<file path="config.mk">
export PLATFORM = sky130hd
export DESIGN_NAME = ecc_error_reporting
export DESIGN_NICKNAME = d
export VERILOG_FILES = /design/src/eer_pkg.sv /design/src/eer_cnt_if.sv /design/src/eer_sync.sv /design/src/eer_sat_counter.sv /design/src/ecc_error_reporting.sv
export SDC_FILE = /design/constraint.sdc
export NUM_CORES = 1
export LEC_CHECK = 0
export ABC_AREA = 1
export BUFFER_PORTS_ARGS = -buffer_cell sky130_fd_sc_hd__buf_2
export CAP_MARGIN = 5
export CELL_PAD_IN_SITES_DETAIL_PLACEMENT = 0
export CELL_PAD_IN_SITES_GLOBAL_PLACEMENT = 2
export CORE_MARGIN = 2
export CORE_UTILIZATION = 26
export DETAILED_ROUTE_END_ITERATION = 12
export PLACE_DENSITY = 0.8
export SLEW_MARGIN = 15
export SYNTH_ARGS = -nofsm -noshare
export SYNTH_HDL_FRONTEND = slang
export SYNTH_SLANG_ARGS = --single-unit
</file>
<file path="constraint.sdc">
create_clock -name ref_clk -period 1.63 [get_ports ref_clk]
set_input_delay 0.326 -clock ref_clk [delete_from_list [all_inputs] [get_ports ref_clk]]
set_output_delay 0.326 -clock ref_clk [all_outputs]
set_load 0.01 [all_outputs]
</file>
<file path="src/eer_pkg.sv">
// Constants, field layout and types for the ECC error reporting block.
// Assumes nothing of its surroundings; the files that use it refer to it by scope.
package eer_pkg;

	// ************************************************************
	// Word layout
	// ************************************************************
	localparam int unsigned WORD_W = 16;
	localparam int unsigned ADDR_W = 25;
	localparam int unsigned ST_OFF_BIT = 0;
	localparam int unsigned ST_DATA_BIT = 1;
	localparam int unsigned ST_ECC_BIT = 2;
	localparam int unsigned ST_CORR_BIT = 3;
	localparam int unsigned ST_DBL_BIT = 4;
	localparam logic [10:0] ST_RSVD_VAL = 11'h000;
	localparam logic [15:0] STATUS_RST = 16'h0000;
	localparam logic [15:0] TRAP_RST = 16'h0000;
	localparam logic [15:0] CNT_RST = 16'h0000;
	localparam logic [15:0] CNT_MAX = 16'hFFFF;
	localparam logic [15:0] CNT_ONE = 16'h0001;

	// ************************************************************
	// Trap fields
	// ************************************************************
	localparam int unsigned LO_MSB = 15;
	localparam int unsigned LO_LSB = 3;
	localparam logic [2:0] LO_PAD = 3'h0;
	localparam int unsigned HI_MSB = 24;
	localparam int unsigned HI_LSB = 16;
	localparam logic [6:0] HI_PAD = 7'h00;
	localparam logic [15:0] HI_MASK_128 = 16'h007F;
	localparam logic [15:0] HI_MASK_256 = 16'h00FF;
	localparam logic [15:0] HI_MASK_512 = 16'h01FF;

	// ************************************************************
	// Configuration bits
	// ************************************************************
	localparam int unsigned PROT_TRAP_SEL_BIT = 13;
	localparam int unsigned VCR_STALL_BIT = 2;

	// ************************************************************
	// Types
	// ************************************************************
	typedef enum logic [1:0] {
		EER_D128 = 2'h0,
		EER_D256 = 2'h1,
		EER_D512 = 2'h3
	} eer_density_e;

	typedef enum logic {
		EER_RUN = 1'h0,
		EER_STALL = 1'h1
	} eer_stall_e;

endpackage

</file>
<file path="src/eer_cnt_if.sv">
// Interface between the reporting logic and its error counter.
// Assumes both ends share ref_clk and the asynchronous rst_n.
`timescale 1ns/1ps
interface eer_cnt_if (
	input wire logic clk,
	input wire logic rst_n
);
	logic inc;
	logic clr;
	logic [15:0] count;

	modport owner (input clk, input rst_n, input inc, input clr,
		output count);
	modport user (output inc, output clr, input count);
endinterface

</file>
<file path="src/eer_sync.sv">
// Two-flop synchroniser for one pin level.
// Assumes the input is asynchronous to clk.
`timescale 1ns/1ps
module eer_sync #(
	parameter logic RST_VAL = 1'h0
) (
	input wire logic clk,
	input wire logic rst_n,
	input wire logic d,
	output logic q
);
	logic meta_r;

	always_ff @(posedge clk or negedge rst_n) begin
		if (!rst_n) begin
			meta_r <= RST_VAL;
			q <= RST_VAL;
		end else begin
			meta_r <= d;
			q <= meta_r;
		end
	end
endmodule // eer_sync

</file>
<file path="src/eer_sat_counter.sv">
// Saturating 16-bit error counter behind the counter interface.
// Assumes inc and clr come from logic on the same clock.
`timescale 1ns/1ps
module eer_sat_counter (
	eer_cnt_if.owner cnt
);
	logic [15:0] count_r;
	logic [15:0] count_nxt;
	wire at_max = (count_r == eer_pkg::CNT_MAX);

	// Clear beats increment; increment stops at the top value
	assign count_nxt = cnt.clr ? eer_pkg::CNT_RST :
		(cnt.inc && !at_max) ? 16'(count_r + eer_pkg::CNT_ONE) :
		count_r;
	assign cnt.count = count_r;

	always_ff @(posedge cnt.clk or negedge cnt.rst_n) begin
		if (!cnt.rst_n) begin
			count_r <= eer_pkg::CNT_RST;
		end else begin
			count_r <= count_nxt;
		end
	end
endmodule // eer_sat_counter

</file>
<file path="src/ecc_error_reporting.sv">
// ECC status word, failing-address trap, error counter and strobe stall.
// Assumes the decoder reports one pulse per checked half-page on ref_clk;
// link pins arrive asynchronously and are synchronised here.
`timescale 1ns/1ps
module ecc_error_reporting #(
	parameter eer_pkg::eer_density_e DENSITY = eer_pkg::EER_D128
) (
	input wire logic ref_clk,
	input wire logic rst_n,
	input wire logic link_clk,
	input wire logic cs_n,
	input wire logic read_phase,
	input wire logic hp_valid,
	input wire logic stat_rd,
	input wire logic [24:0] hp_addr,
	input wire logic hp_off,
	input wire logic hp_data_fix,
	input wire logic hp_ecc_fix,
	input wire logic hp_double,
	input wire logic hp_multi_prog,
	input wire logic ded_enabled,
	input wire logic overlay_active,
	input wire logic ecc_overlay,
	input wire logic overlay_exit,
	input wire logic cnt_clr_cmd,
	input wire logic cnt_rd_cmd,
	input wire logic [15:0] protection_config_word,
	input wire logic [15:0] volatile_config_word,
	output logic [15:0] ecc_unit_status,
	output logic [15:0] fail_addr_low,
	output logic [15:0] fail_addr_high,
	output logic [15:0] err_count,
	output logic rwds_o,
	output logic rwds_oe_n
);

	// ************************************************************
	// Pin synchronisers
	// ************************************************************
	// Reset values match the idle pin levels, so no false edge after reset
	logic cs_n_q;
	logic ck_q;

	eer_sync #(.RST_VAL(1'h1)) u_cs_sync (
		.clk(ref_clk),
		.rst_n(rst_n),
		.d(cs_n),
		.q(cs_n_q)
	);

	eer_sync #(.RST_VAL(1'h0)) u_ck_sync (
		.clk(ref_clk),
		.rst_n(rst_n),
		.d(link_clk),
		.q(ck_q)
	);

	wire cs_act = !cs_n_q;

	// ************************************************************
	// Event classification
	// ************************************************************
	// Largest density has no counter and traps double-bit errors only
	wire largest = (DENSITY == eer_pkg::EER_D512);
	wire chk_on = !(hp_multi_prog && !ded_enabled);
	wire stat_ok = stat_rd && ecc_overlay;
	wire arr_ev = hp_valid && chk_on;
	// A status read sets the flags but never feeds trap, counter or stall
	wire rd_ev = stat_ok && chk_on;
	wire any_ev = arr_ev || rd_ev;
	wire is_single = (hp_data_fix || hp_ecc_fix) && !hp_double;
	wire ev_single = any_ev && is_single;
	wire ev_double = any_ev && hp_double;
	wire arr_single = arr_ev && is_single;
	wire arr_double = arr_ev && hp_double;
	wire sel_single = !largest &&
		protection_config_word[eer_pkg::PROT_TRAP_SEL_BIT];
	wire trap_type = arr_double || (arr_single && sel_single);

	// ************************************************************
	// Global sticky flags
	// ************************************************************
	logic corr_r;
	logic dbl_r;
	logic corr_nxt;
	logic dbl_nxt;

	// A set in the exit cycle wins over the clear
	assign corr_nxt = ev_single || (corr_r && !overlay_exit);
	assign dbl_nxt = ev_double || (dbl_r && !overlay_exit);

	always_ff @(posedge ref_clk or negedge rst_n) begin
		if (!rst_n) begin
			corr_r <= 1'h0;
		end else begin
			corr_r <= corr_nxt;
		end
	end

	always_ff @(posedge ref_clk or negedge rst_n) begin
		if (!rst_n) begin
			dbl_r <= 1'h0;
		end else begin
			dbl_r <= dbl_nxt;
		end
	end

	// ************************************************************
	// Status word
	// ************************************************************
	logic [15:0] status_r;
	logic [15:0] status_nxt;
	wire [15:0] status_word;

	assign status_word[15:5] = eer_pkg::ST_RSVD_VAL;
	assign status_word[eer_pkg::ST_DBL_BIT] = dbl_nxt;
	assign status_word[eer_pkg::ST_CORR_BIT] = corr_nxt;
	assign status_word[eer_pkg::ST_ECC_BIT] =
		chk_on && hp_ecc_fix && !hp_double;
	assign status_word[eer_pkg::ST_DATA_BIT] =
		chk_on && hp_data_fix && !hp_double;
	assign status_word[eer_pkg::ST_OFF_BIT] = hp_off;

	// A read in the exit cycle wins, so its own result is not lost
	assign status_nxt = stat_ok ? status_word :
		overlay_exit ? eer_pkg::STATUS_RST : status_r;

	always_ff @(posedge ref_clk or negedge rst_n) begin
		if (!rst_n) begin
			status_r <= eer_pkg::STATUS_RST;
		end else begin
			status_r <= status_nxt;
		end
	end

	assign ecc_unit_status = status_r;

	// ************************************************************
	// Failing-address trap
	// ************************************************************
	logic trap_valid_r;
	logic [15:0] trap_lo_r;
	logic [15:0] trap_hi_r;
	wire [15:0] hi_mask;
	wire trap_free = !trap_valid_r || overlay_exit;
	wire trap_take = trap_type && trap_free;
	// Trap clears with the flags and only loads with a flag event
	wire trap_valid_nxt = trap_take ||
		(trap_valid_r && !overlay_exit);
	wire [15:0] lo_word = {hp_addr[eer_pkg::LO_MSB:eer_pkg::LO_LSB],
		eer_pkg::LO_PAD};
	wire [15:0] hi_word = {eer_pkg::HI_PAD,
		hp_addr[eer_pkg::HI_MSB:eer_pkg::HI_LSB]} & hi_mask;
	wire [15:0] trap_lo_nxt = trap_take ? lo_word :
		overlay_exit ? eer_pkg::TRAP_RST : trap_lo_r;
	wire [15:0] trap_hi_nxt = trap_take ? hi_word :
		overlay_exit ? eer_pkg::TRAP_RST : trap_hi_r;

	assign hi_mask = (DENSITY == eer_pkg::EER_D512) ? eer_pkg::HI_MASK_512 :
		(DENSITY == eer_pkg::EER_D256) ? eer_pkg::HI_MASK_256 :
		eer_pkg::HI_MASK_128;

	always_ff @(posedge ref_clk or negedge rst_n) begin
		if (!rst_n) begin
			trap_valid_r <= 1'h0;
		end else begin
			trap_valid_r <= trap_valid_nxt;
		end
	end

	always_ff @(posedge ref_clk or negedge rst_n) begin
		if (!rst_n) begin
			trap_lo_r <= eer_pkg::TRAP_RST;
		end else begin
			trap_lo_r <= trap_lo_nxt;
		end
	end

	always_ff @(posedge ref_clk or negedge rst_n) begin
		if (!rst_n) begin
			trap_hi_r <= eer_pkg::TRAP_RST;
		end else begin
			trap_hi_r <= trap_hi_nxt;
		end
	end

	assign fail_addr_low = trap_lo_r;
	assign fail_addr_high = trap_hi_r;

	// ************************************************************
	// Error counter
	// ************************************************************
	eer_cnt_if u_cnt_if (
		.clk(ref_clk),
		.rst_n(rst_n)
	);

	// One pulse per half-page, stall or not
	assign u_cnt_if.inc = (arr_single || arr_double) &&
		!overlay_active && !largest;
	assign u_cnt_if.clr = cnt_clr_cmd && ecc_overlay && !largest;

	eer_sat_counter u_counter (
		.cnt(u_cnt_if.owner)
	);

	// Read value is held so the host sees one stable count per read
	logic [15:0] cnt_out_r;
	wire cnt_rd_ok = cnt_rd_cmd && ecc_overlay;
	wire [15:0] cnt_out_nxt = cnt_rd_ok ? u_cnt_if.count : cnt_out_r;

	always_ff @(posedge ref_clk or negedge rst_n) begin
		if (!rst_n) begin
			cnt_out_r <= eer_pkg::CNT_RST;
		end else begin
			cnt_out_r <= cnt_out_nxt;
		end
	end

	assign err_count = cnt_out_r;

	// ************************************************************
	// Strobe stall
	// ************************************************************
	eer_pkg::eer_stall_e stall_r;
	eer_pkg::eer_stall_e stall_nxt;
	// Stall starts only while selected; deselect always releases it
	wire stall_en = !volatile_config_word[eer_pkg::VCR_STALL_BIT];

	always_comb begin
		stall_nxt = stall_r;
		unique case (stall_r)
			eer_pkg::EER_RUN: begin
				if (arr_double && cs_act && stall_en) begin
					stall_nxt = eer_pkg::EER_STALL;
				end
			end
			eer_pkg::EER_STALL: begin
				if (!cs_act) begin
					stall_nxt = eer_pkg::EER_RUN;
				end
			end
		endcase
	end

	always_ff @(posedge ref_clk or negedge rst_n) begin
		if (!rst_n) begin
			stall_r <= eer_pkg::EER_RUN;
		end else begin
			stall_r <= stall_nxt;
		end
	end

	// Normal strobe follows the sampled link clock during data output
	logic rwds_r;
	logic rwds_oe_n_r;
	wire stalled = (stall_nxt == eer_pkg::EER_STALL);
	// Enable is registered beside the data so both move on one edge
	wire drive = cs_act && (read_phase || stalled);
	wire rwds_nxt = stalled ? 1'h0 : ck_q;

	always_ff @(posedge ref_clk or negedge rst_n) begin
		if (!rst_n) begin
			rwds_r <= 1'h0;
		end else begin
			rwds_r <= rwds_nxt;
		end
	end

	always_ff @(posedge ref_clk or negedge rst_n) begin
		if (!rst_n) begin
			rwds_oe_n_r <= 1'h1;
		end else begin
			rwds_oe_n_r <= !drive;
		end
	end

	assign rwds_o = rwds_r;
	assign rwds_oe_n = rwds_oe_n_r;

endmodule // ecc_error_reporting

</file>
# == After elaboration in Yosys (flattened, before gate mapping) ==
# Cells that the tools add are included.
# totals
ff_bits,90
inputBits,75
out_inout_bits,66
wordCells,75
# op_classes
n_addsub,1
eq_ne,1
n_mux,10
bitwise,1
reduce_logical,47
# op_table
op,n
16-bit two-way mux,6
1-bit logical AND,25
"16-bit by 1-bit adder with 16-bit output, second input constant",1
"16-bit equality test, second input constant",1
1-bit zero test,10
1-bit logical OR,9
2-bit nonzero test,3
1-bit two-way mux,3
1-bit case mux with 2 select lines,1
1-bit inverter,1

# == Longest topological paths before layout ==
# logic_depth
ltp_word,12
mapped_depth,10
mapped_depth_nobuf,10

# == By module ==
# A second synthesis with hierarchy kept.
# unflattened
cells_unflattened,360
hier_area_um2,3335.7
# by_module_without_submodules
module,n_inst,cells_each,area_each_um2,seq_area_each_um2
ecc_error_reporting,1,209,2207.1,1177.4
eer_sat_counter,1,147,1026.0,400.4
eer_sync at u_cs_sync,1,2,52.6,52.6
eer_sync at u_ck_sync,1,2,50.0,50.0

# == Worst setup path before layout ==
# No wires, ideal clock.
# synth_timing
path_kind,register to register
from,register u_counter.count_r[0] (netlist: u_counter.cnt.count[0])
to,register u_counter.count_r[7] (netlist: u_counter.cnt.count[7])
setup_ns,0.118
arrival_time_ns,1.335
required_time_ns,1.512
setup_slack_ns,0.176
stages_incl_launch_ff,11
path_buffers,1
period_less_slack_ns,1.454
cell_sequence,dfrtp_1 -> ha_1 -> nand3_1 -> inv_2 -> nand2_2 -> nor2_2 -> nor2_2 -> nor2_4 -> buf_6 -> nand2_1 -> nand2_1
# synth_via
elab_chain_len,4
elab_cells_between_ends,7
cone_classes,1 x add/sub; 1 x eq/ne; 2 x mux; 3 x reduce/logical
# synth_rtl
item,line_no,rtl
start: declaration,eer_sat_counter.sv:7,logic [15:0] count_r;
start signal: assignment,eer_sat_counter.sv:19,count_r <= eer_pkg::CNT_RST;
start signal: assignment,eer_sat_counter.sv:21,count_r <= count_nxt;
"parallel branches: the longest is 4 deep, another holds 16-bit by 1-bit adder with 16-bit output",--,
# Several ways; the timed one is not identified. The select of a mux whose other input is x is not followed.
# A chain may end at the register's enable or synchronous reset.

# == Final worst setup path ==
# layout_timing
from,register u_counter.count_r[0] (netlist: u_counter.cnt.count[0])
to,register u_counter.count_r[3] (netlist: u_counter.cnt.count[3])
# Same word-level chain as after synthesis.

==> flow_summary.html <==
<table>
<tr><th>Metric</th><th>Value</th></tr>
<tr><th colspan="2">Run status</th></tr>
<tr><td>Outcome</td><td>finished clean</td></tr>
<tr><th colspan="2">Cells and area</th></tr>
<tr><td>End-of-flow core utilization</td><td>34.8%</td></tr>
<tr><td>Proportion of layout cells with a drive suffix above 1</td><td>27.3%</td></tr>
<tr><td>Count of fill cells added during filler insertion</td><td>1298</td></tr>
<tr><td>Area growth, synth to finish</td><td>30.2%</td></tr>
<tr><td>Antenna diode count</td><td>0</td></tr>
<tr><td>Final-stage net count</td><td>562</td></tr>
<tr><th colspan="2">Routing</th></tr>
<tr><td>Mean number of vias per cell</td><td>4.43</td></tr>
<tr><td>TritonRoute pass-1 iters</td><td>4</td></tr>
<tr><td>Number of violations reported at the end of detailed-routing iteration 0</td><td>264</td></tr>
<tr><td>Number of remaining DRC errors</td><td>0</td></tr>
<tr><td>Post-detailed-route count of antenna-violating nets</td><td>0</td></tr>
<tr><td>Via Count</td><td>2826</td></tr>
<tr><td>Routed WL per cell</td><td>12.7 microns</td></tr>
<tr><td>Total length of routed wires</td><td>8120 microns</td></tr>
<tr><th colspan="2">Synthesis</th></tr>
<tr><td>Post-synth EDFFs</td><td>0</td></tr>
<tr><td>Top post-synthesis cells by area</td><td>dfrtp_1, nand2_1, nand3_1</td></tr>
<tr><td>Yosys warning count</td><td>0</td></tr>
<tr><td>Commonest cells post-synth</td><td>nand2_1, dfrtp_1, nand3_1, inv_1, nand4_1</td></tr>
<tr><td>Asr flop ratio synth</td><td>100%</td></tr>
<tr><td>Portion of the post-synthesis area used by sequential elements</td><td>52.4%</td></tr>
<tr><td>Most frequently used flop master after synthesis</td><td>dfrtp_1</td></tr>
<tr><td>Number of unique standard cell types used by synthesis</td><td>25</td></tr>
<tr><td>#FFs+latches synth</td><td>67</td></tr>
<tr><td>Gate count of the mapped netlist</td><td>387</td></tr>
<tr><td>Cell area after synthesis</td><td>3210 sq um</td></tr>
<tr><td>Cell type contributing the most total cell area after synthesis</td><td>dfrtp_1</td></tr>
<tr><td>Post-synth top area share</td><td>49.9%</td></tr>
<tr><td>Mean area per synthesized cell</td><td>8.29 sq um</td></tr>
<tr><td>Most repeated cell in the gate-level netlist after synthesis</td><td>nand2_1</td></tr>
<tr><th colspan="2">Critical path</th></tr>
<tr><td>Buffering stage count on the worst path with inverters included</td><td>2</td></tr>
<tr><td>Endpoint of the worst register-to-register path</td><td>u_counter.cnt.count[3]</td></tr>
<tr><td>Highest-delay cell along the critical path</td><td>dfrtp_1</td></tr>
<tr><td>Category of cells accounting for the largest share of critical-path delay</td><td>simple AND/OR/NAND/NOR gates</td></tr>
<tr><td>Cell repeated most along the worst path</td><td>nor2_4</td></tr>
<tr><td>Number of cell instances on the worst register-to-register path</td><td>10</td></tr>
<tr><td>Highest fanout seen on the critical path</td><td>7</td></tr>
<tr><td>Category of the critical setup timing path</td><td>flop to flop</td></tr>
<tr><td>Required time of the worst setup path</td><td>1.84 ns</td></tr>
<tr><td>Stage delay of the slowest cell on the critical path</td><td>0.38 ns</td></tr>
<tr><td>Ordered list of cells on the worst path</td><td>ha_1 &gt; nand3_2 &gt; inv_2 &gt; nand2_2 &gt; nor2_4 &gt; nor2_4 &gt; nor2_4 &gt; buf_4 &gt; nand2_1 &gt; nand2_1</td></tr>
<tr><td>Critical path startpoint category</td><td>flop</td></tr>
<tr><td>Reg-to-reg slack, setup</td><td>0.14 ns</td></tr>
<tr><td>Type of destination of the critical path</td><td>flop</td></tr>
<tr><td>R2R Path Start</td><td>u_counter.cnt.count[0]</td></tr>
<tr><td>Arrival time worst endpoint</td><td>1.70 ns</td></tr>
<tr><th colspan="2">Place</th></tr>
<tr><td>RePlAce Congestion</td><td>0.765</td></tr>
<tr><td>Half-perimeter wire length after detailed placement</td><td>5960 microns</td></tr>
<tr><td>IO buf count</td><td>82</td></tr>
<tr><th colspan="2">Clocking</th></tr>
<tr><td>CTS clk-pin slew, worst paths</td><td>0.06 ns</td></tr>
<tr><td>TritonCTS clock tree</td><td>built</td></tr>
<tr><td>Buffer depth of the longest clock path</td><td>2</td></tr>
<tr><td>Number of H-tree levels</td><td>3</td></tr>
<tr><td>Clock tree root buffer cell</td><td>clkbuf_16</td></tr>
<tr><td>Number of clock buffers inserted by TritonCTS</td><td>9</td></tr>
<tr><td>Number of setup buffers added after CTS</td><td>0</td></tr>
<tr><td>Insertion delay to the later sink of the worst-skew pair</td><td>0.33 ns</td></tr>
<tr><td>Clock net sink count</td><td>67</td></tr>
<tr><th colspan="2">GRT</th></tr>
<tr><td>Overall fraction of global-route tracks in use</td><td>12.5%</td></tr>
<tr><td>Antenna violations before repair</td><td>0</td></tr>
<tr><td>Pin count of the biggest net entering global routing</td><td>31</td></tr>
<tr><td>Global-route wire length before repair</td><td>13000 microns</td></tr>
<tr><td>Via count of the first global-routing pass</td><td>2668</td></tr>
<tr><td>Total overflow reported by the global router</td><td>0</td></tr>
<tr><th colspan="2">Floorplan</th></tr>
<tr><td>Height of the chip</td><td>115 microns</td></tr>
<tr><td>Area of the core region</td><td>12000 sq um</td></tr>
<tr><td>Area of the die</td><td>13200 sq um</td></tr>
<tr><td>Boundary Pins</td><td>141</td></tr>
<tr><td>Starting density of the core</td><td>26.7%</td></tr>
<tr><td>FP Rows</td><td>40</td></tr>
<tr><td>Die Wd</td><td>115 microns</td></tr>
<tr><th colspan="2">Timing</th></tr>
<tr><td>Final setup skew</td><td>0.00692 ns</td></tr>
<tr><td>Final number of setup-violating endpoints</td><td>0</td></tr>
<tr><td>Share of the cycle needed by the critical path after routing</td><td>91.3%</td></tr>
<tr><td>Setup TNS</td><td>0 ns</td></tr>
<tr><td>Highest clock frequency the design can meet</td><td>672 MHz</td></tr>
<tr><td>RSZ-0062 raised after global routing</td><td>no</td></tr>
<tr><td>Pins over their slew limit</td><td>0</td></tr>
<tr><td>Fin crit period</td><td>1.49 ns</td></tr>
<tr><td>Final hold violation count</td><td>0</td></tr>
<tr><th colspan="2">Hold path</th></tr>
<tr><td>Hold path startpoint</td><td>cs_n</td></tr>
<tr><td>End point of the worst hold path</td><td>u_cs_sync.meta_r</td></tr>
<tr><td>Hold/Removal Path Class</td><td>input port to flop</td></tr>
<tr><td>Worst hold stages</td><td>1</td></tr>
<tr><th colspan="2">Pwr</th></tr>
<tr><td>LEAKAGE</td><td>2.27 nW</td></tr>
<tr><td>Peak VDD IR</td><td>352 uV</td></tr>
<tr><td>Power density of the placed cells</td><td>1060 nW/um^2</td></tr>
<tr><th colspan="2">Run</th></tr>
<tr><td>Maximum Capacitance Violations</td><td>0</td></tr>
</table>
per-layer routing:
| metal | up-vias | track usage [%] | part of all wire, % |
|---|---|---|---|
| li1 | 1422 | - | - |
| met1 | 1320 | 16.3 | 47 |
| met2 | 79 | 20.0 | 46 |
| met3 | 5 | 2.74 | 6.0 |
| met4 | 0 | 5.78 | 0.57 |
| met5 | - | 0 | 0 |
how the worst max path moves through the flow:
stage / from / end / slack (ns) / cells after the start
after floorplan: u_counter.cnt.count[0] / u_counter.cnt.count[7] / 0.18 / 10
after global placement: u_counter.cnt.count[0] / u_counter.cnt.count[3] / 0.08 / 10
after detailed placement: u_counter.cnt.count[0] / u_counter.cnt.count[14] / 0.08 / 10
after CTS: u_counter.cnt.count[0] / u_counter.cnt.count[14] / 0.06 / 10
after global routing: u_counter.cnt.count[3] / u_counter.cnt.count[15] / 0.00003 / 7
final: u_counter.cnt.count[0] / u_counter.cnt.count[3] / 0.14 / 10
registers in the layout (all words and copies together), names as in the netlist, 5 cells and up:
| register | flops |
|---|---|
| err_count | 16 |
| fail_addr_low | 13 |
| ecc_unit_status | 5 |
| fail_addr_high | 7 |
| u_counter.cnt.count | 16 |
layout make-up:
cell class | instances | area (sq um) | share of cell area [%]
clock buffer | 12 | 256 | 6.14
clock inverter | 4 | 72.6 | 1.74
inverter | 31 | 116 | 2.78
multi-input combinational | 272 | 1270 | 30.4
sequential | 67 | 1680 | 40.2
tap | 147 | 184 | 4.40
timing repair buffer | 105 | 598 | 14.3
kinds of logic (layout without fill, tap and decap cells):
kind of cell | after synthesis | after routing | synth area share (%)
buf+inv | 70 | 152 | 11.2
xor+xnor | 3 | 3 | 0.819
flops | 67 | 67 | 52.4
fa+ha+maj | 1 | 1 | 0.390
compound gates | 33 | 33 | 5.46
mux | 2 | 2 | 0.702
other cells | 1 | 23 | 0.117
simple gates | 210 | 210 | 28.9
layout by cell type (no fill, tap or decap), drive strengths merged:
master       instances
xor2                 2
mux2                 2
a21oi                2
o211ai               2
clkbuf              12
o21ai               27
o21bai               1
ha                   1
nand4               29
dfrtp               64
conb                23
a21boi               1
dfstp                3
inv                 31
nor2                22
nand3               40
clkinvlp             1
bufinv               2
xnor2                1
clkinv               1
nand2              119
buf                104
dlygate4sd3          1
power breakdown:
| group | internal, mW | total (mW) | switching [mW] | leakage [nW] |
|---|---|---|---|---|
| registers | 1.76 | 1.81 | 0.0527 | 0.896 |
| logic | 0.184 | 0.486 | 0.302 | 1.21 |
| clock network | 1.42 | 2.13 | 0.709 | 0.159 |
| total | 3.36 | 4.43 | 1.06 | 2.27 |
per-stage QoR:
| stage | instances | setup slack (ns) | hold slack (ns) | instance area, sq um | power, mW |
|---|---|---|---|---|---|
| 3_3_place_gp | 621 | 0.0798 | 0.294 | 3820 | 2.32 |
| 6_report | 638 | 0.141 | 0.0997 | 4180 | 4.43 |
| 2_1_floorplan | 409 | 0.176 | 0.0304 | 3290 | 2.12 |
| 5_1_grt | 638 | 0.0000281 | 0.0930 | 4180 | 4.64 |
| 4_1_cts | 638 | 0.0595 | 0.0861 | 4160 | 4.50 |
| 3_5_place_dp | 621 | 0.0753 | 0.300 | 3820 | 2.33 |
what timing repair did:
item | CTS | global route
endpoints found under the setup margin | 0 | 16
hold endpoints to repair | 16 | 0
resized for setup | 0 | 5
hold buffers | 1 | 0
No activity file was read; power rests on OpenSTA's default activity.
